==> src/adc_seq_pkg.sv <==
// constants, register map and types of the adc sequencer and temperature monitor
package adc_seq_pkg;
   localparam int ADDR_W = 8;
   localparam int DATA_W = 16;
   localparam int NCH = 8;
   localparam int CH_W = 3;
   localparam int RES_W = 10;
   localparam int TEMP_W = 12;
   localparam int CNT_W = 16;

   // register word addresses
   localparam logic [ADDR_W-1:0] CFG_ADDR = 8'h00;
   localparam logic [ADDR_W-1:0] EN_ADDR = 8'h01;
   localparam logic [ADDR_W-1:0] PWR_ADDR = 8'h02;
   localparam logic [ADDR_W-1:0] TCFG_ADDR = 8'h03;
   localparam logic [ADDR_W-1:0] TDATA_ADDR = 8'h04;
   localparam logic [ADDR_W-1:0] DATA_BASE = 8'h10;

   // field positions
   localparam int TRIG_BIT = 15;
   localparam int MODE_BIT = 13;
   localparam int RATE_LO = 8;
   localparam int READY_BIT = 7;
   localparam int PIN_BIT = 6;
   localparam int ADC_ON_BIT = 14;
   localparam int TEMP_EN_BIT = 3;

   // reset values, and the mode code of direct style
   localparam logic MODE_RST = 1'b1;
   localparam logic [1:0] RATE_RST = 2'h0;
   localparam logic [NCH-1:0] EN_RST = 8'h00;
   localparam logic ADC_ON_RST = 1'b0;
   localparam logic TEMP_EN_RST = 1'b1;
   localparam logic MODE_DIRECT = 1'b0;

   // timing in ns, and derived cycle counts
   localparam int CLK_PERIOD_NS = 10;
   localparam int TACQ0_NS = 375;
   localparam int TACQ1_NS = 2375;
   localparam int TACQ2_NS = 6375;
   localparam int TACQ3_NS = 14375;
   localparam int TCONV_NS = 1625;
   localparam int TSYNC_NS = 4000;
   localparam int TPULSE_NS = 1000;
   localparam logic [CNT_W-1:0] ACQ0_CYC = CNT_W'((TACQ0_NS + CLK_PERIOD_NS - 1) / CLK_PERIOD_NS);
   localparam logic [CNT_W-1:0] ACQ1_CYC = CNT_W'((TACQ1_NS + CLK_PERIOD_NS - 1) / CLK_PERIOD_NS);
   localparam logic [CNT_W-1:0] ACQ2_CYC = CNT_W'((TACQ2_NS + CLK_PERIOD_NS - 1) / CLK_PERIOD_NS);
   localparam logic [CNT_W-1:0] ACQ3_CYC = CNT_W'((TACQ3_NS + CLK_PERIOD_NS - 1) / CLK_PERIOD_NS);
   localparam logic [CNT_W-1:0] CONV_CYC = CNT_W'((TCONV_NS + CLK_PERIOD_NS - 1) / CLK_PERIOD_NS);
   localparam logic [CNT_W-1:0] SYNC_CYC = CNT_W'(TSYNC_NS / CLK_PERIOD_NS);
   localparam logic [CNT_W-1:0] PULSE_CYC = CNT_W'(TPULSE_NS / CLK_PERIOD_NS);

   typedef enum logic [1:0] {S_WAIT, S_SYNC, S_ACQ, S_CONV} seq_state_t;

   typedef struct packed {
      logic we;
      logic re;
      logic [ADDR_W-1:0] addr;
      logic [DATA_W-1:0] wdata;
   } bus_req_t;

   typedef struct packed {
      logic pd;
      logic nap;
      logic track;
      logic convert;
      logic [CH_W-1:0] ch;
   } adc_ctl_t;

   typedef struct packed {
      seq_state_t st;
      logic [CNT_W-1:0] cnt;
      logic [CH_W-1:0] ch;
      logic mode;
      logic [1:0] rate;
      logic [NCH-1:0] en;
      logic adc_on;
      logic temp_en;
      logic ready;
      logic [CNT_W-1:0] pulse_cnt;
      logic [NCH-1:0][RES_W-1:0] tmpry;
      logic [NCH-1:0][RES_W-1:0] data;
      logic copy_pend;
      logic temp_run;
      logic temp_start;
      logic temp_pend;
      logic [TEMP_W-1:0] temp_hold;
      logic [TEMP_W-1:0] temp_data;
      logic [DATA_W-1:0] rdata;
   } state_t;

   localparam state_t ST_RST = '{st: S_WAIT, mode: MODE_RST, rate: RATE_RST, en: EN_RST,
                                 adc_on: ADC_ON_RST, temp_en: TEMP_EN_RST, default: '0};
endpackage : adc_seq_pkg

==> src/adc_sequencer.sv <==
// sequencer, result buffering, handshake and temperature loop of the monitor adc
//
// Summary of operation
// config bit 13 picks direct or auto style; auto after reset.
// direct style converts each enabled channel once per trigger, then waits.
// auto style converts enabled channels in turn and restarts endlessly.
// trigger, style change or enable rewrite aborts; a trigger then starts afresh.
// trigger written with direct-to-auto switch stops and waits for a trigger.
// host keeps serial clock quiet during a conversion after it starts.
// eight ten-bit straight binary results, one register per channel.
// each result goes to a holding stage; last channel copies all together.
// no result register changes while a result is being shifted out.
// config bits 9:8 set acquisition time; conversion time fixed.
// any rate code but 00 naps the converter between conversions.
// per-channel rate is programmed rate over number of enabled channels.
// direct style paced by triggers; auto style paced by rate field.
// trigger waits a synchronising delay before the first conversion.
// data-valid pin is open-drain and active low.
// direct style sets ready bit 7 and pulls data-valid low on update.
// ready and data-valid clear after a result read or a trigger write.
// auto style pulses data-valid low for 1 us per update; trigger reads zero.
// temperature enable bit 3 cleared stops temperature conversions.
// temperature conversion runs continuously, restarting after each finish.
// temperature result is 12-bit twos complement in eighth degrees.
// temperature result stays frozen while it is shifted out.
// trigger bit write restarts the sequence at first enabled channel.
// primary converter runs only while power bit 14 is set.
// enabled channels convert in ascending order, disabled ones skipped.
//
// The implementer's own choices: the address map and the plain strobed port.
`timescale 1ns/1ns
module adc_sequencer (
   input wire logic clk, // 100 MHz clock
   input wire logic rst, // asynchronous reset, active high
   input wire logic ce, // clock enable, freezes all state when low
   input wire adc_seq_pkg::bus_req_t bus_req, // register strobes, address, write data
   output logic [adc_seq_pkg::DATA_W-1:0] rdata, // read data, cycle after read strobe
   input wire logic [adc_seq_pkg::RES_W-1:0] conv_data, // sar result at end of conversion
   output adc_seq_pkg::adc_ctl_t adc_ctl, // converter control
   input wire logic adc_shift_busy, // a channel result is being shifted out
   input wire logic temp_shift_busy, // temperature result is being shifted out
   output logic temp_start, // start one temperature conversion
   input wire logic temp_done, // temperature conversion finished
   input wire logic [adc_seq_pkg::TEMP_W-1:0] temp_code, // temperature result
   input wire logic data_valid_n_i, // level seen on the data-valid pin
   output logic data_valid_n_o, // data-valid pin drive value
   output logic data_valid_n_oe // data-valid pin pulled low while high
);
   adc_seq_pkg::state_t q;
   adc_seq_pkg::state_t n;

   logic wr_cfg;
   logic trig;
   logic mode_chg;
   logic to_auto_trig;
   logic abort;
   logic rd_data;
   logic do_copy;
   logic [4:0] first_hit;
   logic [4:0] next_hit;

   // lowest enabled channel at or above start; bit 4 set when found
   function automatic logic [4:0] find_en(input logic [adc_seq_pkg::NCH-1:0] en,
                                          input logic [3:0] start);
      logic [4:0] r;
      r = '0;
      for (int i = adc_seq_pkg::NCH - 1; i >= 0; i--) begin
         if (en[i] && (4'(i) >= start)) begin
            r = {1'b1, 1'b0, 3'(i)};
         end
      end
      return r;
   endfunction : find_en

   function automatic logic [adc_seq_pkg::CNT_W-1:0] acq_cycles(input logic [1:0] rate);
      logic [adc_seq_pkg::CNT_W-1:0] r;
      case (rate)
         2'h0: r = adc_seq_pkg::ACQ0_CYC;
         2'h1: r = adc_seq_pkg::ACQ1_CYC;
         2'h2: r = adc_seq_pkg::ACQ2_CYC;
         default: r = adc_seq_pkg::ACQ3_CYC;
      endcase
      return r;
   endfunction : acq_cycles

   assign wr_cfg = bus_req.we && (bus_req.addr == adc_seq_pkg::CFG_ADDR);
   assign trig = wr_cfg && bus_req.wdata[adc_seq_pkg::TRIG_BIT];
   assign mode_chg = wr_cfg && (bus_req.wdata[adc_seq_pkg::MODE_BIT] != q.mode);
   assign to_auto_trig = trig && mode_chg && (q.mode == adc_seq_pkg::MODE_DIRECT);
   assign abort = trig || mode_chg || (bus_req.we && (bus_req.addr == adc_seq_pkg::EN_ADDR));
   assign rd_data = bus_req.re
      && (bus_req.addr[adc_seq_pkg::ADDR_W-1:adc_seq_pkg::CH_W]
          == adc_seq_pkg::DATA_BASE[adc_seq_pkg::ADDR_W-1:adc_seq_pkg::CH_W]);
   assign do_copy = q.copy_pend && !adc_shift_busy;
   assign first_hit = find_en(q.en, 4'h0);
   assign next_hit = find_en(q.en, {1'b0, q.ch} + 4'h1);

   always_comb begin
      n = q;
      n.temp_start = 1'b0;
      n.rdata = '0;

      // register writes
      if (bus_req.we) begin
         case (bus_req.addr)
            adc_seq_pkg::CFG_ADDR: begin
               n.mode = bus_req.wdata[adc_seq_pkg::MODE_BIT];
               n.rate = bus_req.wdata[adc_seq_pkg::RATE_LO +: 2];
            end
            adc_seq_pkg::EN_ADDR: n.en = bus_req.wdata[adc_seq_pkg::NCH-1:0];
            adc_seq_pkg::PWR_ADDR: n.adc_on = bus_req.wdata[adc_seq_pkg::ADC_ON_BIT];
            adc_seq_pkg::TCFG_ADDR: n.temp_en = bus_req.wdata[adc_seq_pkg::TEMP_EN_BIT];
            default: ;
         endcase
      end

      // sequencer
      case (q.st)
         adc_seq_pkg::S_WAIT: ;
         adc_seq_pkg::S_SYNC: begin
            if (q.cnt == '0) begin
               if (first_hit[4]) begin
                  n.st = adc_seq_pkg::S_ACQ;
                  n.ch = first_hit[2:0];
                  n.cnt = acq_cycles(q.rate) - 1'b1;
               end else begin
                  n.st = adc_seq_pkg::S_WAIT;
               end
            end else begin
               n.cnt = q.cnt - 1'b1;
            end
         end
         adc_seq_pkg::S_ACQ: begin
            if (q.cnt == '0) begin
               n.st = adc_seq_pkg::S_CONV;
               n.cnt = adc_seq_pkg::CONV_CYC - 1'b1;
            end else begin
               n.cnt = q.cnt - 1'b1;
            end
         end
         adc_seq_pkg::S_CONV: begin
            if (q.cnt == '0) begin
               n.tmpry[q.ch] = conv_data;
               if (next_hit[4]) begin
                  n.st = adc_seq_pkg::S_ACQ;
                  n.ch = next_hit[2:0];
                  n.cnt = acq_cycles(q.rate) - 1'b1;
               end else begin
                  n.copy_pend = 1'b1;
                  if (q.mode == adc_seq_pkg::MODE_DIRECT) begin
                     n.st = adc_seq_pkg::S_WAIT;
                  end else if (first_hit[4]) begin
                     n.st = adc_seq_pkg::S_ACQ;
                     n.ch = first_hit[2:0];
                     n.cnt = acq_cycles(q.rate) - 1'b1;
                  end else begin
                     n.st = adc_seq_pkg::S_WAIT;
                  end
               end
            end else begin
               n.cnt = q.cnt - 1'b1;
            end
         end
         default: n.st = adc_seq_pkg::S_WAIT;
      endcase

      if (abort) begin
         n.st = adc_seq_pkg::S_WAIT;
         if (trig && !to_auto_trig) begin
            n.st = adc_seq_pkg::S_SYNC;
            n.cnt = adc_seq_pkg::SYNC_CYC - 1'b1;
         end
      end
      if (!q.adc_on) begin
         n.st = adc_seq_pkg::S_WAIT;
      end

      // result copy and handshake; a copy outranks a clearing read
      if (rd_data || trig) begin
         n.ready = 1'b0;
      end
      if (do_copy) begin
         n.data = q.tmpry;
         n.copy_pend = 1'b0;
         if (q.mode == adc_seq_pkg::MODE_DIRECT) begin
            n.ready = 1'b1;
         end else begin
            n.pulse_cnt = adc_seq_pkg::PULSE_CYC;
         end
      end else if (q.pulse_cnt != '0) begin
         n.pulse_cnt = q.pulse_cnt - 1'b1;
      end

      // background temperature loop
      if (!q.temp_en) begin
         n.temp_run = 1'b0;
      end else if (!q.temp_run) begin
         n.temp_start = 1'b1;
         n.temp_run = 1'b1;
      end else if (temp_done) begin
         n.temp_hold = temp_code;
         n.temp_pend = 1'b1;
         n.temp_run = 1'b0;
      end
      if (q.temp_pend && !temp_shift_busy) begin
         n.temp_data = q.temp_hold;
         n.temp_pend = 1'b0;
      end

      // register reads; the trigger bit always reads zero
      if (bus_req.re) begin
         if (rd_data) begin
            n.rdata[adc_seq_pkg::RES_W-1:0] = q.data[bus_req.addr[adc_seq_pkg::CH_W-1:0]];
         end else begin
            case (bus_req.addr)
               adc_seq_pkg::CFG_ADDR: begin
                  n.rdata[adc_seq_pkg::MODE_BIT] = q.mode;
                  n.rdata[adc_seq_pkg::RATE_LO +: 2] = q.rate;
                  n.rdata[adc_seq_pkg::READY_BIT] = q.ready;
                  n.rdata[adc_seq_pkg::PIN_BIT] = data_valid_n_i;
               end
               adc_seq_pkg::EN_ADDR: n.rdata[adc_seq_pkg::NCH-1:0] = q.en;
               adc_seq_pkg::PWR_ADDR: n.rdata[adc_seq_pkg::ADC_ON_BIT] = q.adc_on;
               adc_seq_pkg::TCFG_ADDR: n.rdata[adc_seq_pkg::TEMP_EN_BIT] = q.temp_en;
               adc_seq_pkg::TDATA_ADDR: n.rdata[adc_seq_pkg::TEMP_W-1:0] = q.temp_data;
               default: ;
            endcase
         end
      end
   end

   always_ff @(posedge clk or posedge rst) begin
      if (rst) begin
         q <= adc_seq_pkg::ST_RST;
      end else if (ce) begin
         q <= n;
      end
   end

   assign rdata = q.rdata;
   assign temp_start = q.temp_start;
   assign adc_ctl.pd = !q.adc_on;
   assign adc_ctl.track = (q.st == adc_seq_pkg::S_ACQ);
   assign adc_ctl.convert = (q.st == adc_seq_pkg::S_CONV);
   assign adc_ctl.ch = q.ch;
   // nap until the last fastest-rate acquisition window before each conversion
   assign adc_ctl.nap = q.adc_on && (q.rate != 2'h0) && (q.st != adc_seq_pkg::S_CONV)
      && !((q.st == adc_seq_pkg::S_ACQ) && (q.cnt < adc_seq_pkg::ACQ0_CYC));
   assign data_valid_n_o = 1'b0;
   assign data_valid_n_oe = q.ready || (q.pulse_cnt != '0);
endmodule : adc_sequencer

==> config.mk <==
export PLATFORM = sky130hd
export DESIGN_NAME = adc_sequencer
export DESIGN_NICKNAME = d
export VERILOG_FILES = /design/src/adc_seq_pkg.sv /design/src/adc_sequencer.sv
export SDC_FILE = /design/constraint.sdc
export NUM_CORES = 1
export LEC_CHECK = 0
export BUFFER_PORTS_ARGS = -buffer_cell sky130_fd_sc_hd__buf_4
export CORE_MARGIN = 2
export CORE_UTILIZATION = 41
export DETAILED_ROUTE_END_ITERATION = 10
export PLACE_DENSITY = 0.58
export SETUP_SLACK_MARGIN = 0.02
export SYNTH_ARGS = -nofsm -noshare
export SYNTH_HDL_FRONTEND = slang
export SYNTH_SLANG_ARGS = --single-unit
==> constraint.sdc <==
create_clock -name clk -period 9.8 [get_ports clk]
set_clock_uncertainty 0.2 [all_clocks]
set_input_delay 0.49 -clock clk [delete_from_list [all_inputs] [get_ports clk]]
set_output_delay 0.49 -clock clk [all_outputs]
set_load 0.05 [all_outputs]
# Word level (Yosys, flattened, before mapping)
# Cells that the tools add are included.
# W data, S select, Z words.
[totals] ff_bits=253 latchBits=0 ram_bits=0 rom_bits=0 in_bits=55 output_inout_bits=26 memories=0
[op_classes] n_addsub=6 multipliers=0 n_div=0 n_lt_le_gt_ge=12 eq_ne=23 n_shift=0 muxes=82 n_bitwise=1 reduce_logical=57
[ops] op="$mux W16" count=16
[ops] op="$bwmux W80" count=1
[ops] op="$mux W5" count=16
[ops] op="$sub A16 B1 Y16 const B" count=5
[ops] op="$mux W19" count=3
[ops] op="$pmux W18 S3" count=1
[ops] op="$pmux W11 S3" count=1
[ops] op="$bmux W10 S3" count=1
[ops] op="$demux W10 S3" count=1
[ops] op="$mux W10" count=3
[ops] op="$mux W13" count=2
[ops] op="$logic_and A1 B1 Y1" count=23
[ops] op="$mux W21" count=1
[ops] op="$mux W2" count=10
[ops] op="$mux W18" count=1
[ops] op="$reduce_and A3 Y1" count=6
[ops] op="$mux W17" count=1
[ops] op="$eq A8 B2 Y1 const B" count=2
[ops] op="$ge A3 B4 Y1 const A" count=4
[ops] op="$logic_not A16 Y1" count=1
[ops] op="$lt A16 B6 Y1 const B" count=1
[ops] op="$reduce_bool A16 Y1" count=1
[ops] op="$reduce_bool A2 Y1" count=8
[ops] op="$mux W1" count=14
[ops] op="33 further kinds" count=58

# Longest topological paths before layout
# Gate-level depths: netlist (run 1).
[depth] ltp_word=23 mapped_depth=10

# Least setup slack after synthesis (run 1)
# Ideal clock, no wire load.
[synth_path] path_kind="input to register" from="input port bus_req[16] in the netlist's numbering" to="register q (netlist bit rdata[1])" setup_time_ns=0.129 arrival_time_ns=2.514 slack_ns=6.958 cell_stages=6 path_buffers=2 cell_sequence="clkbuf_1 > buf_1 > mux4_2 > mux2_2 > a222oi_1 > o2bb2ai_1"
[synth_between] elab_chain_cells=4 word_cells_on_any_way=7
[synth_rtl] item="start: declaration" line="adc_sequencer.sv:36" text="input wire adc_seq_pkg::bus_req_t bus_req,"
[synth_rtl] item="$eq A8 B3 Y1 (tied with other cells)" line="adc_sequencer.sv:215" text="case (bus_req.addr)"
[synth_rtl] item="$pmux W3 S2 or $mux W10 (tied branches)" line="adc_sequencer.sv:215, adc_sequencer.sv:213"
[synth_rtl] item="$mux W10 (*)" line="adc_sequencer.sv:212" text="if (rd_data) begin"
[synth_rtl] item="$mux W12 (*)" line="adc_sequencer.sv:211" text="if (bus_req.re) begin"
[synth_rtl] item="end signal: assignment" line="adc_sequencer.sv:234" text="q <= adc_seq_pkg::ST_RST;"
[synth_rtl] item="end signal: assignment" line="adc_sequencer.sv:236" text="q <= n;"
[synth_rtl] item="end: declaration" line="adc_sequencer.sv:49" text="adc_seq_pkg::state_t q;"
# Every way passes the cells marked *; elsewhere a longest branch is shown, timed or not. The select of a mux whose other input is x is not followed.
# A chain may end at the register's enable or synchronous reset.

# Final worst setup path (run 1)
[layout_path] from="register q[243] in the netlist's numbering" to="register q[133] in the netlist's numbering"
[layout_between] elab_chain_cells=2
[layout_rtl] item="$logic_not A16 Y1" line="adc_sequencer.sv:142" text="if (q.cnt == '0) begin"
[layout_rtl] item="$reduce_and A3 Y1 (no source line)"
# Every way passes these cells.

==> impl_metrics.yaml, run 1 <==
status:
  status: "finished clean"
floorplan:
  die_w_um: 177.1
  io_pins: 81
  core_area_um2: 29560
  fp.dieH_um: 177.1
  die_area_um2: 31360
  start_util_pct: 41.56
  rows: 63
route:
  first_pass_iters: 5
  vias: 8871
  avgViaCountPerCell: 5.442
  met1_length_um: 14150
  drtIter0Drc: 684
  met2WireLength_um: 14460
  route.met3.wl_um: 1381
  wl_per_cell_um: 18.92
  drcViolationCount: 0
  postRouteAntennaNets: 0
  drt-total-wl_um: 30840
  top_layer: "met4"
synth:
  synth.most_common_cell: "nand2_1"
  yosysTopAreaCell: "dfrtp_1"
  synth_edf_count: 0
  synth-main-ff-cell: "dfrtp_1"
  yosys-top-cells-count: "nand2_1, dfrtp_1, mux2_2"
  synth_area_leaders: "dfrtp_1, mux2_2, nand2_1, mux4_2, mux2_4"
  syn_inst: 1157
  ys_seq_area_share_pct: 51.56
  ys_warn_count: 0
  synth_area_um2: 12280
  ys_ff_latch: 253
  yosys.area.top_type_share_pct: 51.13
  synthDistinctLibCells: 75
  avgSynthCellArea_um2: 10.62
  async_reset_ff_share_pct: 100.0
critical_path:
  reg2reg_setup_slack_ps: 6100
  slowest_stage: "or3_1"
  critPathMaxFanout: 10
  startpoint_type: "flip-flop"
  cpPeakStageDelay_ps: 760
  crit_type: "flip-flop to flip-flop"
  cp.required_ps: 10040
  critPathBufInv: 0
  arrival_ps: 3940
  crit_path_end_kind: "flip-flop"
  path_cells: "nor4_2, nor4b_4, and2_1, nand4_2, or3_1, mux2_4"
  cpLargestDelayFamily: "simple AND/OR/NAND/NOR gates"
final_layout:
  antenna_cells: 0
  nNetsFinal: 1283
  fillCellCount: 2757
  drive_gt1_share_pct: 23.87
  area_growth_pct: 16.35
grt:
  track_usage_pct: 20.06
  grt_max_degree: 95
  grt_pass1_wl_um: 49760
  grt_overflow: 0
  grt_pass1_vias: 8919
  antenna_found_initial: 0
power_and_ir_drop:
  cellPowerDensity_nw_per_um2: 179.9
  p_total_mw: 2.571
  peakVddDrop_v: 0.0001499
  p_leak_nw: 6.931
cts:
  post_cts_buffers: 0
  cts_tree: "done"
  cts_buffers: 28
  clockRootBuffer: "clkbuf_16"
  cts_max_level: 1
  cts_buffer_depth: 3
  clkSinkCount: 253
  clk_latency_ps: 560
  clkSlewWorstSetupHoldPaths_ps: 60
timing:
  fin_tns_setup_ps: 0
  period_needed_ps: 3699
  slew_viol_final: 0
  rsz0062_at_grt: "no"
  setup_viol: 0
  tightest_slew_ps: 1047
  finalCritPeriodShare_pct: 37.74
  fmax_ghz: 0.2703
  slew_headroom_pct: 30.21
  hold_viol_final: 0
placement:
  portBuffers: 74
  gp_congestion: 0.8721
  hpwl_um: 19540
flow_run:
  drv_cap: 0
min_path:
  min-delay-path-class: "input pin to flip-flop"
==> layer usage <==
layer  up-vias  GRT usage (%)
li1       4175              -
met1      4428          28.07
met2       207          32.43
met3        61          3.093
met4         0          5.579
met5         -              0
==> registers in the layout (all words and copies together), names as in the netlist <==
register / count
adc_ctl: 3
temp_start: 1
q: 235
rdata: 14
==> placed cells by master, fill, tap and decap left out, drive strengths merged, types with 5 or more instances in the layout <==
| cell type | Yosys | layout |
|---|---|---|
| clkbuf | 46 | 38 |
| nor4 | 15 | 15 |
| mux4 | 20 | 20 |
| or4 | 7 | 7 |
| nand2b | 15 | 15 |
| a222oi | 9 | 9 |
| a21o | 6 | 6 |
| ha | 9 | 9 |
| a21oi | 28 | 28 |
| mux2 | 123 | 123 |
| a211oi | 7 | 7 |
| o21a | 5 | 5 |
| dfrtp | 251 | 251 |
| or3 | 12 | 12 |
| nor2 | 63 | 63 |
| inv | 20 | 20 |
| clkinv | 1 | 7 |
| buf | 28 | 79 |
| o2bb2ai | 16 | 16 |
| bufinv | 0 | 5 |
| nor2b | 6 | 6 |
| dlygate4sd3 | 0 | 25 |
| o21ai | 23 | 23 |
| nand3 | 12 | 12 |
| xnor2 | 8 | 8 |
| nand2 | 301 | 301 |
| o31ai | 5 | 5 |
| mux2i | 9 | 9 |
| nor3 | 21 | 21 |
| a22oi | 5 | 5 |
| a31oi | 9 | 9 |
| a2bb2oi | 5 | 5 |
==> power breakdown <==
| part | switching (mW) | internal [mW] | leakage [nW] | total [mW] |
|---|---|---|---|---|
| clock | 0.441 | 0.710 | 0.501 | 1.15 |
| combinational | 0.155 | 0.112 | 2.98 | 0.267 |
| sequential | 0.0628 | 1.09 | 3.45 | 1.15 |
| total | 0.658 | 1.91 | 6.93 | 2.57 |
==> area by class of cell <==
| type | count | area (µm²) | share of cell area, % |
|---|---|---|---|
| clock buffer | 38 | 808.3 | 5.655 |
| inverter | 21 | 86.33 | 0.6040 |
| clock inverter | 13 | 220.2 | 1.541 |
| sequential | 253 | 6334 | 44.31 |
| tap | 390 | 488.0 | 3.414 |
| multi-input combinational | 811 | 5513 | 38.57 |
| timing repair buffer | 104 | 843.3 | 5.900 |
==> kinds of logic (layout without fill, tap and decap cells) <==
kind of cell | Yosys count | in the layout | share of synthesized area, %
other | 1 | 3 | 0.03053
XOR/XNOR | 12 | 12 | 0.8556
buffers and inverters | 95 | 176 | 3.707
AO/OA/AOI/OAI | 158 | 158 | 9.289
multiplexers | 152 | 152 | 16.29
adder cells (fa/ha/maj) | 9 | 9 | 0.9167
AND/OR/NAND/NOR | 477 | 477 | 17.36
flip-flops | 253 | 253 | 51.56
==> repair_timing <==
| action | 4_1_cts | 5_1_grt |
|---|---|---|
| endpoints found under the hold margin | 115 | 0 |
| resized for setup | 0 | 0 |
| hold buffers | 25 | 0 |
==> worst paths after layout <==
check | start | cells past startpoint | to
worst max-delay path | q[243] | 6 | q[133]
worst min-delay path | temp_shift_busy | 3 | q[40]
worst max register to register | q[243] | 6 | q[133]
worst min register to register | q[188] | 2 | q[108]
max in group asynchronous | rst | 4 | q[70]
min in group asynchronous | rst | 3 | q[214]
==> worst reg2reg max path: cells and delay by family (launching register included) <==
family	cells	cell delay (ps)
AND/OR/NAND/NOR	5	2460
multiplexers	1	440
flip-flops	1	490
==> stage by stage <==
| step | worst slack [ps] | instances | util, % | hold slack (ps) | cell area (µm²) |
|---|---|---|---|---|---|
| 6_report | 6101 | 1630 | 48.35 | 20.18 | 14290 |
| 2_1_floorplan | 2157 | 1159 | - | 230.7 | 12290 |
| 3_3_place_gp | 6209 | 1554 | 44.03 | 243.8 | 13010 |
| 4_1_cts | 6152 | 1630 | 48.35 | 10.77 | 14290 |
| 5_1_grt | 6026 | 1630 | 48.35 | 23.00 | 14290 |
| 3_5_place_dp | 6172 | 1554 | 44.03 | 248.6 | 13010 |
Power figures use the tool's default switching activity.
==> run 2, diff against run 1 <==
--- a/config.mk
+++ b/config.mk
@@ -9,7 +9,7 @@
 export CORE_MARGIN = 2
 export CORE_UTILIZATION = 41
 export DETAILED_ROUTE_END_ITERATION = 10
-export PLACE_DENSITY = 0.58
+export PLACE_DENSITY = 0.6
 export SETUP_SLACK_MARGIN = 0.02
 export SYNTH_ARGS = -nofsm -noshare
 export SYNTH_HDL_FRONTEND = slang
==> constraint.sdc (replaced) <==
create_clock -name clk -period 3.2 [get_ports clk]
set_clock_uncertainty 0.2 [all_clocks]
set_input_delay 0.16 -clock clk [delete_from_list [all_inputs] [get_ports clk]]
set_output_delay 0.16 -clock clk [all_outputs]
set_load 0.05 [all_outputs]
==> impl_metrics.yaml, run 2 (same netlist as run 1, synthesis figures left out) <==
final_layout:
  largest_reg_flops: 235
  postLayoutCoreUtil_pct: 50.80
  regMostFlops: "q"
  drive_gt1_share_pct: 25.71
  area_growth_pct: 22.24
  fillCellCount: 2743
  nNetsFinal: 1355
  layout_common_cells: "nand2_1, dfrtp_1, buf_4"
  postLayoutCellArea_um2: 15020
  final_common_cell: "nand2_1"
flow_run:
  drv_cap: 0
timing:
  period_needed_ps: 2981
  holdWs_ps: 96.08
  hold_viol_final: 0
  setup_viol: 0
  tightest_slew_ps: 922.7
  rsz0062_at_grt: "no"
  slew_headroom_pct: 38.49
  finalCritPeriodShare_pct: 93.15
  fin_ws_ps: 219.1
  slew_viol_final: 0
  fmax_ghz: 0.3355
floorplan:
  core_area_um2: 29560
  die_w_um: 177.1
  start_util_pct: 41.56
  rows: 63
  die_area_um2: 31360
  io_pins: 81
  fp.dieH_um: 177.1
route:
  wl_per_cell_um: 18.71
  drt-total-wl_um: 31840
  drtIter0Drc: 690
  vias: 9275
  drcViolationCount: 0
  postRouteAntennaNets: 0
  first_pass_iters: 6
  avgViaCountPerCell: 5.449
placement:
  hpwl_um: 20670
  portBuffers: 74
  post_dp_cell_area_um2: 13440
  post-place-ws_ps: 182.2
  gp_congestion: 0.8849
critical_path:
  path_cells: "or4_4, nor4b_4, and2_1, nand4_2, or3_1, buf_4, mux2_4"
  critPathMaxFanout: 10
  arrival_ps: 3210
  crit_type: "flip-flop to flip-flop"
  crit_path_end_kind: "flip-flop"
  reg2reg_setup_slack_ps: 220
  cpPeakStageDelay_ps: 580
  startpoint_type: "flip-flop"
  cp.required_ps: 3430
  slowest_stage: "or4_4"
cts:
  clk_latency_ps: 550
  clockRootBuffer: "clkbuf_16"
  cts_buffer_depth: 3
  cts_max_level: 1
  cts_buffers: 27
  post_cts_buffers: 0
  clkSinkCount: 253
  clkSlewWorstSetupHoldPaths_ps: 60
  cts_tree: "done"
power_and_ir_drop:
  p_comb_share_pct: 11.8
  swShare_pct: 25.48
  peakVddDrop_v: 0.0004287
  p_leak_nw: 7.304
  cellPowerDensity_nw_per_um2: 520.0
  p_sw_mw: 1.989
  p_int_mw: 5.818
  p_clk_share_pct: 43.0
  power_frac_seq_pct: 45.2
grt:
  grt_overflow: 0
  track_usage_pct: 20.55
  grt_pass1_wl_um: 50670
  antenna_found_initial: 1
  grt_pass1_vias: 9287
  grt_max_degree: 90
status:
  status: "finished clean"
min_path:
  min-delay-path-class: "input pin to flip-flop"
==> run 2: cell count changes in the layout (fill, tap and decap cells not counted), moves of 2 or more <==
cell           previous run  this run
buf_12                    0        10
buf_4                    79       109
clkbuf_1                  3         5
dlygate4sd3_1            25        58
==> run 2: final timing paths <==
path,start,to,cells past startpoint
max,q[250],q[132],7
min,bus_req[23],rdata[3],6
max reg2reg,q[250],q[132],7
min reg2reg,q[195],q[115],2
max in group asynchronous,rst,q[28],5
min in group asynchronous,rst,q[62],4
==> run 2: stage by stage <==
| step | setup TNS [ps] | std cells | power [mW] |
|---|---|---|---|
| final | 0 | 1702 | 7.808 |
| after global routing | 0 | 1702 | 8.142 |
| after CTS | 0 | 1701 | 7.881 |
| after detailed placement | 0 | 1594 | 4.434 |
| after global placement | 0 | 1594 | 4.424 |
| after floorplan | -122500 | 1159 | 4.126 |
==> run 2: area by class of cell <==
cell class	count	area, µm²	area share (%)
well taps	390	488.0	3.250
clock inverters	9	160.2	1.067
flip-flops and latches	253	6334	42.18
clock buffers	40	804.5	5.358
repair buffers	177	1599	10.65
multi-input cells	811	5545	36.93
inverters	21	82.58	0.5500
diodes	1	2.502	0.01667
==> run 2: metal layers <==
| layer | wire length [µm] | global-route usage [%] | part of all wire (%) |
|---|---|---|---|
| met4 | 813 | 5.337 | 2.6 |
| met5 | 0 | 0 | 0 |
| met2 | 15420 | 34.14 | 48 |
| met3 | 1688 | 3.823 | 5.3 |
| met1 | 13920 | 27.70 | 44 |
==> run 2: critical path, delay by kind of cell (launching register included) <==
family        cells  cell delay [ps]
flops             1              410
simple gates      5             1680
buf+inv           1              230
mux               1              320
==> run 2: timing repair <==
action,CTS,global route
pin swaps,0,1
endpoints found under the setup margin,1,4
hold buffers,58,0
gates resized for setup,1,5
hold endpoints to repair,387,0
==> run 2: power by group through the flow <==
stage / Clock (mW) / Combinational, mW / Sequential, mW
after CTS: 3.44 / 0.918 / 3.52
after detailed placement: 0 / 0.860 / 3.57
after global placement: 0 / 0.851 / 3.57
after floorplan: 0 / 0.605 / 3.52
final: 3.36 / 0.921 / 3.53
after global routing: 3.56 / 1.03 / 3.55
==> run 3, diff against run 2 <==
--- a/config.mk
+++ b/config.mk
@@ -6,10 +6,12 @@
 export NUM_CORES = 1
 export LEC_CHECK = 0
 export BUFFER_PORTS_ARGS = -buffer_cell sky130_fd_sc_hd__buf_4
+export CELL_PAD_IN_SITES_DETAIL_PLACEMENT = 0
+export CELL_PAD_IN_SITES_GLOBAL_PLACEMENT = 1
 export CORE_MARGIN = 2
 export CORE_UTILIZATION = 41
 export DETAILED_ROUTE_END_ITERATION = 10
-export PLACE_DENSITY = 0.6
+export PLACE_DENSITY = 0.72
 export SETUP_SLACK_MARGIN = 0.02
 export SYNTH_ARGS = -nofsm -noshare
 export SYNTH_HDL_FRONTEND = slang
==> impl_metrics.yaml, run 3 (same netlist as run 1, synthesis figures left out) <==
status:
  status: "finished clean"
final_layout:
  nNetsFinal: 1357
  largest_reg_flops: 235
  regMostFlops: "q"
  final_common_cell: "nand2_1"
  antenna_cells: 0
  drive_gt1_share_pct: 25.72
  layout_common_cells: "nand2_1, dfrtp_1, buf_4"
  area_growth_pct: 21.43
  fillCellCount: 2703
cts:
  cts_buffers: 27
  post_cts_buffers: 0
  cts_buffer_depth: 3
  clkSlewWorstSetupHoldPaths_ps: 60
  cts_max_level: 1
  clkSinkCount: 253
  cts_tree: "done"
  clockRootBuffer: "clkbuf_16"
  clk_latency_ps: 550
floorplan:
  die_w_um: 177.1
  start_util_pct: 41.56
  fp.dieH_um: 177.1
  io_pins: 81
  core_area_um2: 29560
  rows: 63
  die_area_um2: 31360
power_and_ir_drop:
  p_leak_nw: 7.266
  cellPowerDensity_nw_per_um2: 510.1
  peakVddDrop_v: 0.0004137
  p_total_mw: 7.609
placement:
  hpwl_um: 21300
  gp_congestion: 0.9159
  portBuffers: 74
timing:
  slew_headroom_pct: 37.10
  fin_tns_setup_ps: 0
  finalCritPeriodShare_pct: 94.75
  slew_viol_final: 0
  tightest_slew_ps: 943.6
  period_needed_ps: 3032
  holdWs_ps: 89.81
  hold_viol_final: 0
  fmax_ghz: 0.3298
  setup_viol: 0
  rsz0062_at_grt: "no"
critical_path:
  cpPeakStageDelay_ps: 570
  critPathMaxFanout: 10
  arrival_ps: 3260
  path_cells: "or4_4, nor4b_4, and2_1, nand4_2, or3_1, buf_4, mux2_4"
  cp.required_ps: 3430
  startpoint_type: "flip-flop"
  cpLargestDelayFamily: "simple AND/OR/NAND/NOR gates"
  crit_path_end_kind: "flip-flop"
  critPathBufInv: 1
  slowest_stage: "or4_4"
  crit_type: "flip-flop to flip-flop"
grt:
  track_usage_pct: 21.17
  grt_pass1_vias: 9300
  grt_pass1_wl_um: 51880
  grt_overflow: 0
  antenna_found_initial: 0
  grt_max_degree: 82
route:
  drtIter0Drc: 671
  vias: 9233
  avgViaCountPerCell: 5.418
  drcViolationCount: 0
  wl_per_cell_um: 19.10
  drt-total-wl_um: 32540
  postRouteAntennaNets: 0
  first_pass_iters: 7
flow_run:
  drv_cap: 0
min_path:
  min-delay-path-class: "input pin to asynchronous set/reset pin"
[run 3: path summary, 6_finish.rpt]
| check | from | end | slack, ps | cells past startpoint |
|---|---|---|---|---|
| min reg2reg | q[139] | q[59] | 260 | 2 |
| min | rst | q[216] | 90 | 3 |
| min in group clk | bus_req[21] | rdata[3] | 90 | 6 |
| max in group asynchronous | rst | q[19] | 1790 | 4 |
| max | q[248] | q[128] | 170 | 7 |
| max reg2reg | q[248] | q[128] | 170 | 7 |
[run 3: what timing repair did]
item / 4_1_cts / 5_1_grt
cloned: 0 / 0
pin swaps: 0 / 1
setup endpoints to repair: 1 / 7
hold endpoints to repair: 161 / 0
hold buffers: 55 / 0
gates resized for setup: 1 / 4
[run 3: per-stage QoR]
step                cells  utilization, %  setup slack, ps  area (µm²)
finish               1704           50.46            168.0       14920
global route         1704           50.46            17.01       14920
CTS                  1704           50.38            93.24       14890
detailed placement   1599           45.49            143.5       13450
global placement     1599           45.49            226.7       13450
floorplan            1159               -           -488.0       12300
[run 3: final cells by class]
class,instances,area (µm²),share of cell area (%)
clock buffers,38,737.0,4.940
inverters,21,82.58,0.5536
repair buffers,179,1582,10.60
clock inverters,12,150.1,1.007
flip-flops and latches,253,6334,42.46
well taps,390,488.0,3.271
multi-input cells,811,5544,37.17
[run 3: report_power, final]
group | switching [mW] | internal [mW] | leakage (nW)
combinational | 0.511 | 0.413 | 3.38
sequential | 0.177 | 3.34 | 3.45
clock | 1.31 | 1.86 | 0.441
total | 2.00 | 5.61 | 7.27
[run 3: worst reg2reg max path, cell delays in order, from the launching register on]
cell and delay (ps):
dfrtp_1 420, or4_4 580, nor4b_4 340, and2_1 290
nand4_2 180, or3_1 350, buf_4 230, mux2_4 330
[run 3: per-layer routing]
metal,vias to the layer above,share of wire [%],global-route usage (%)
met5,-,0,0
met4,0,3.4,6.956
met3,66,3.9,3.329
met2,187,48,34.34
met1,4673,45,29.07
li1,4307,-,-
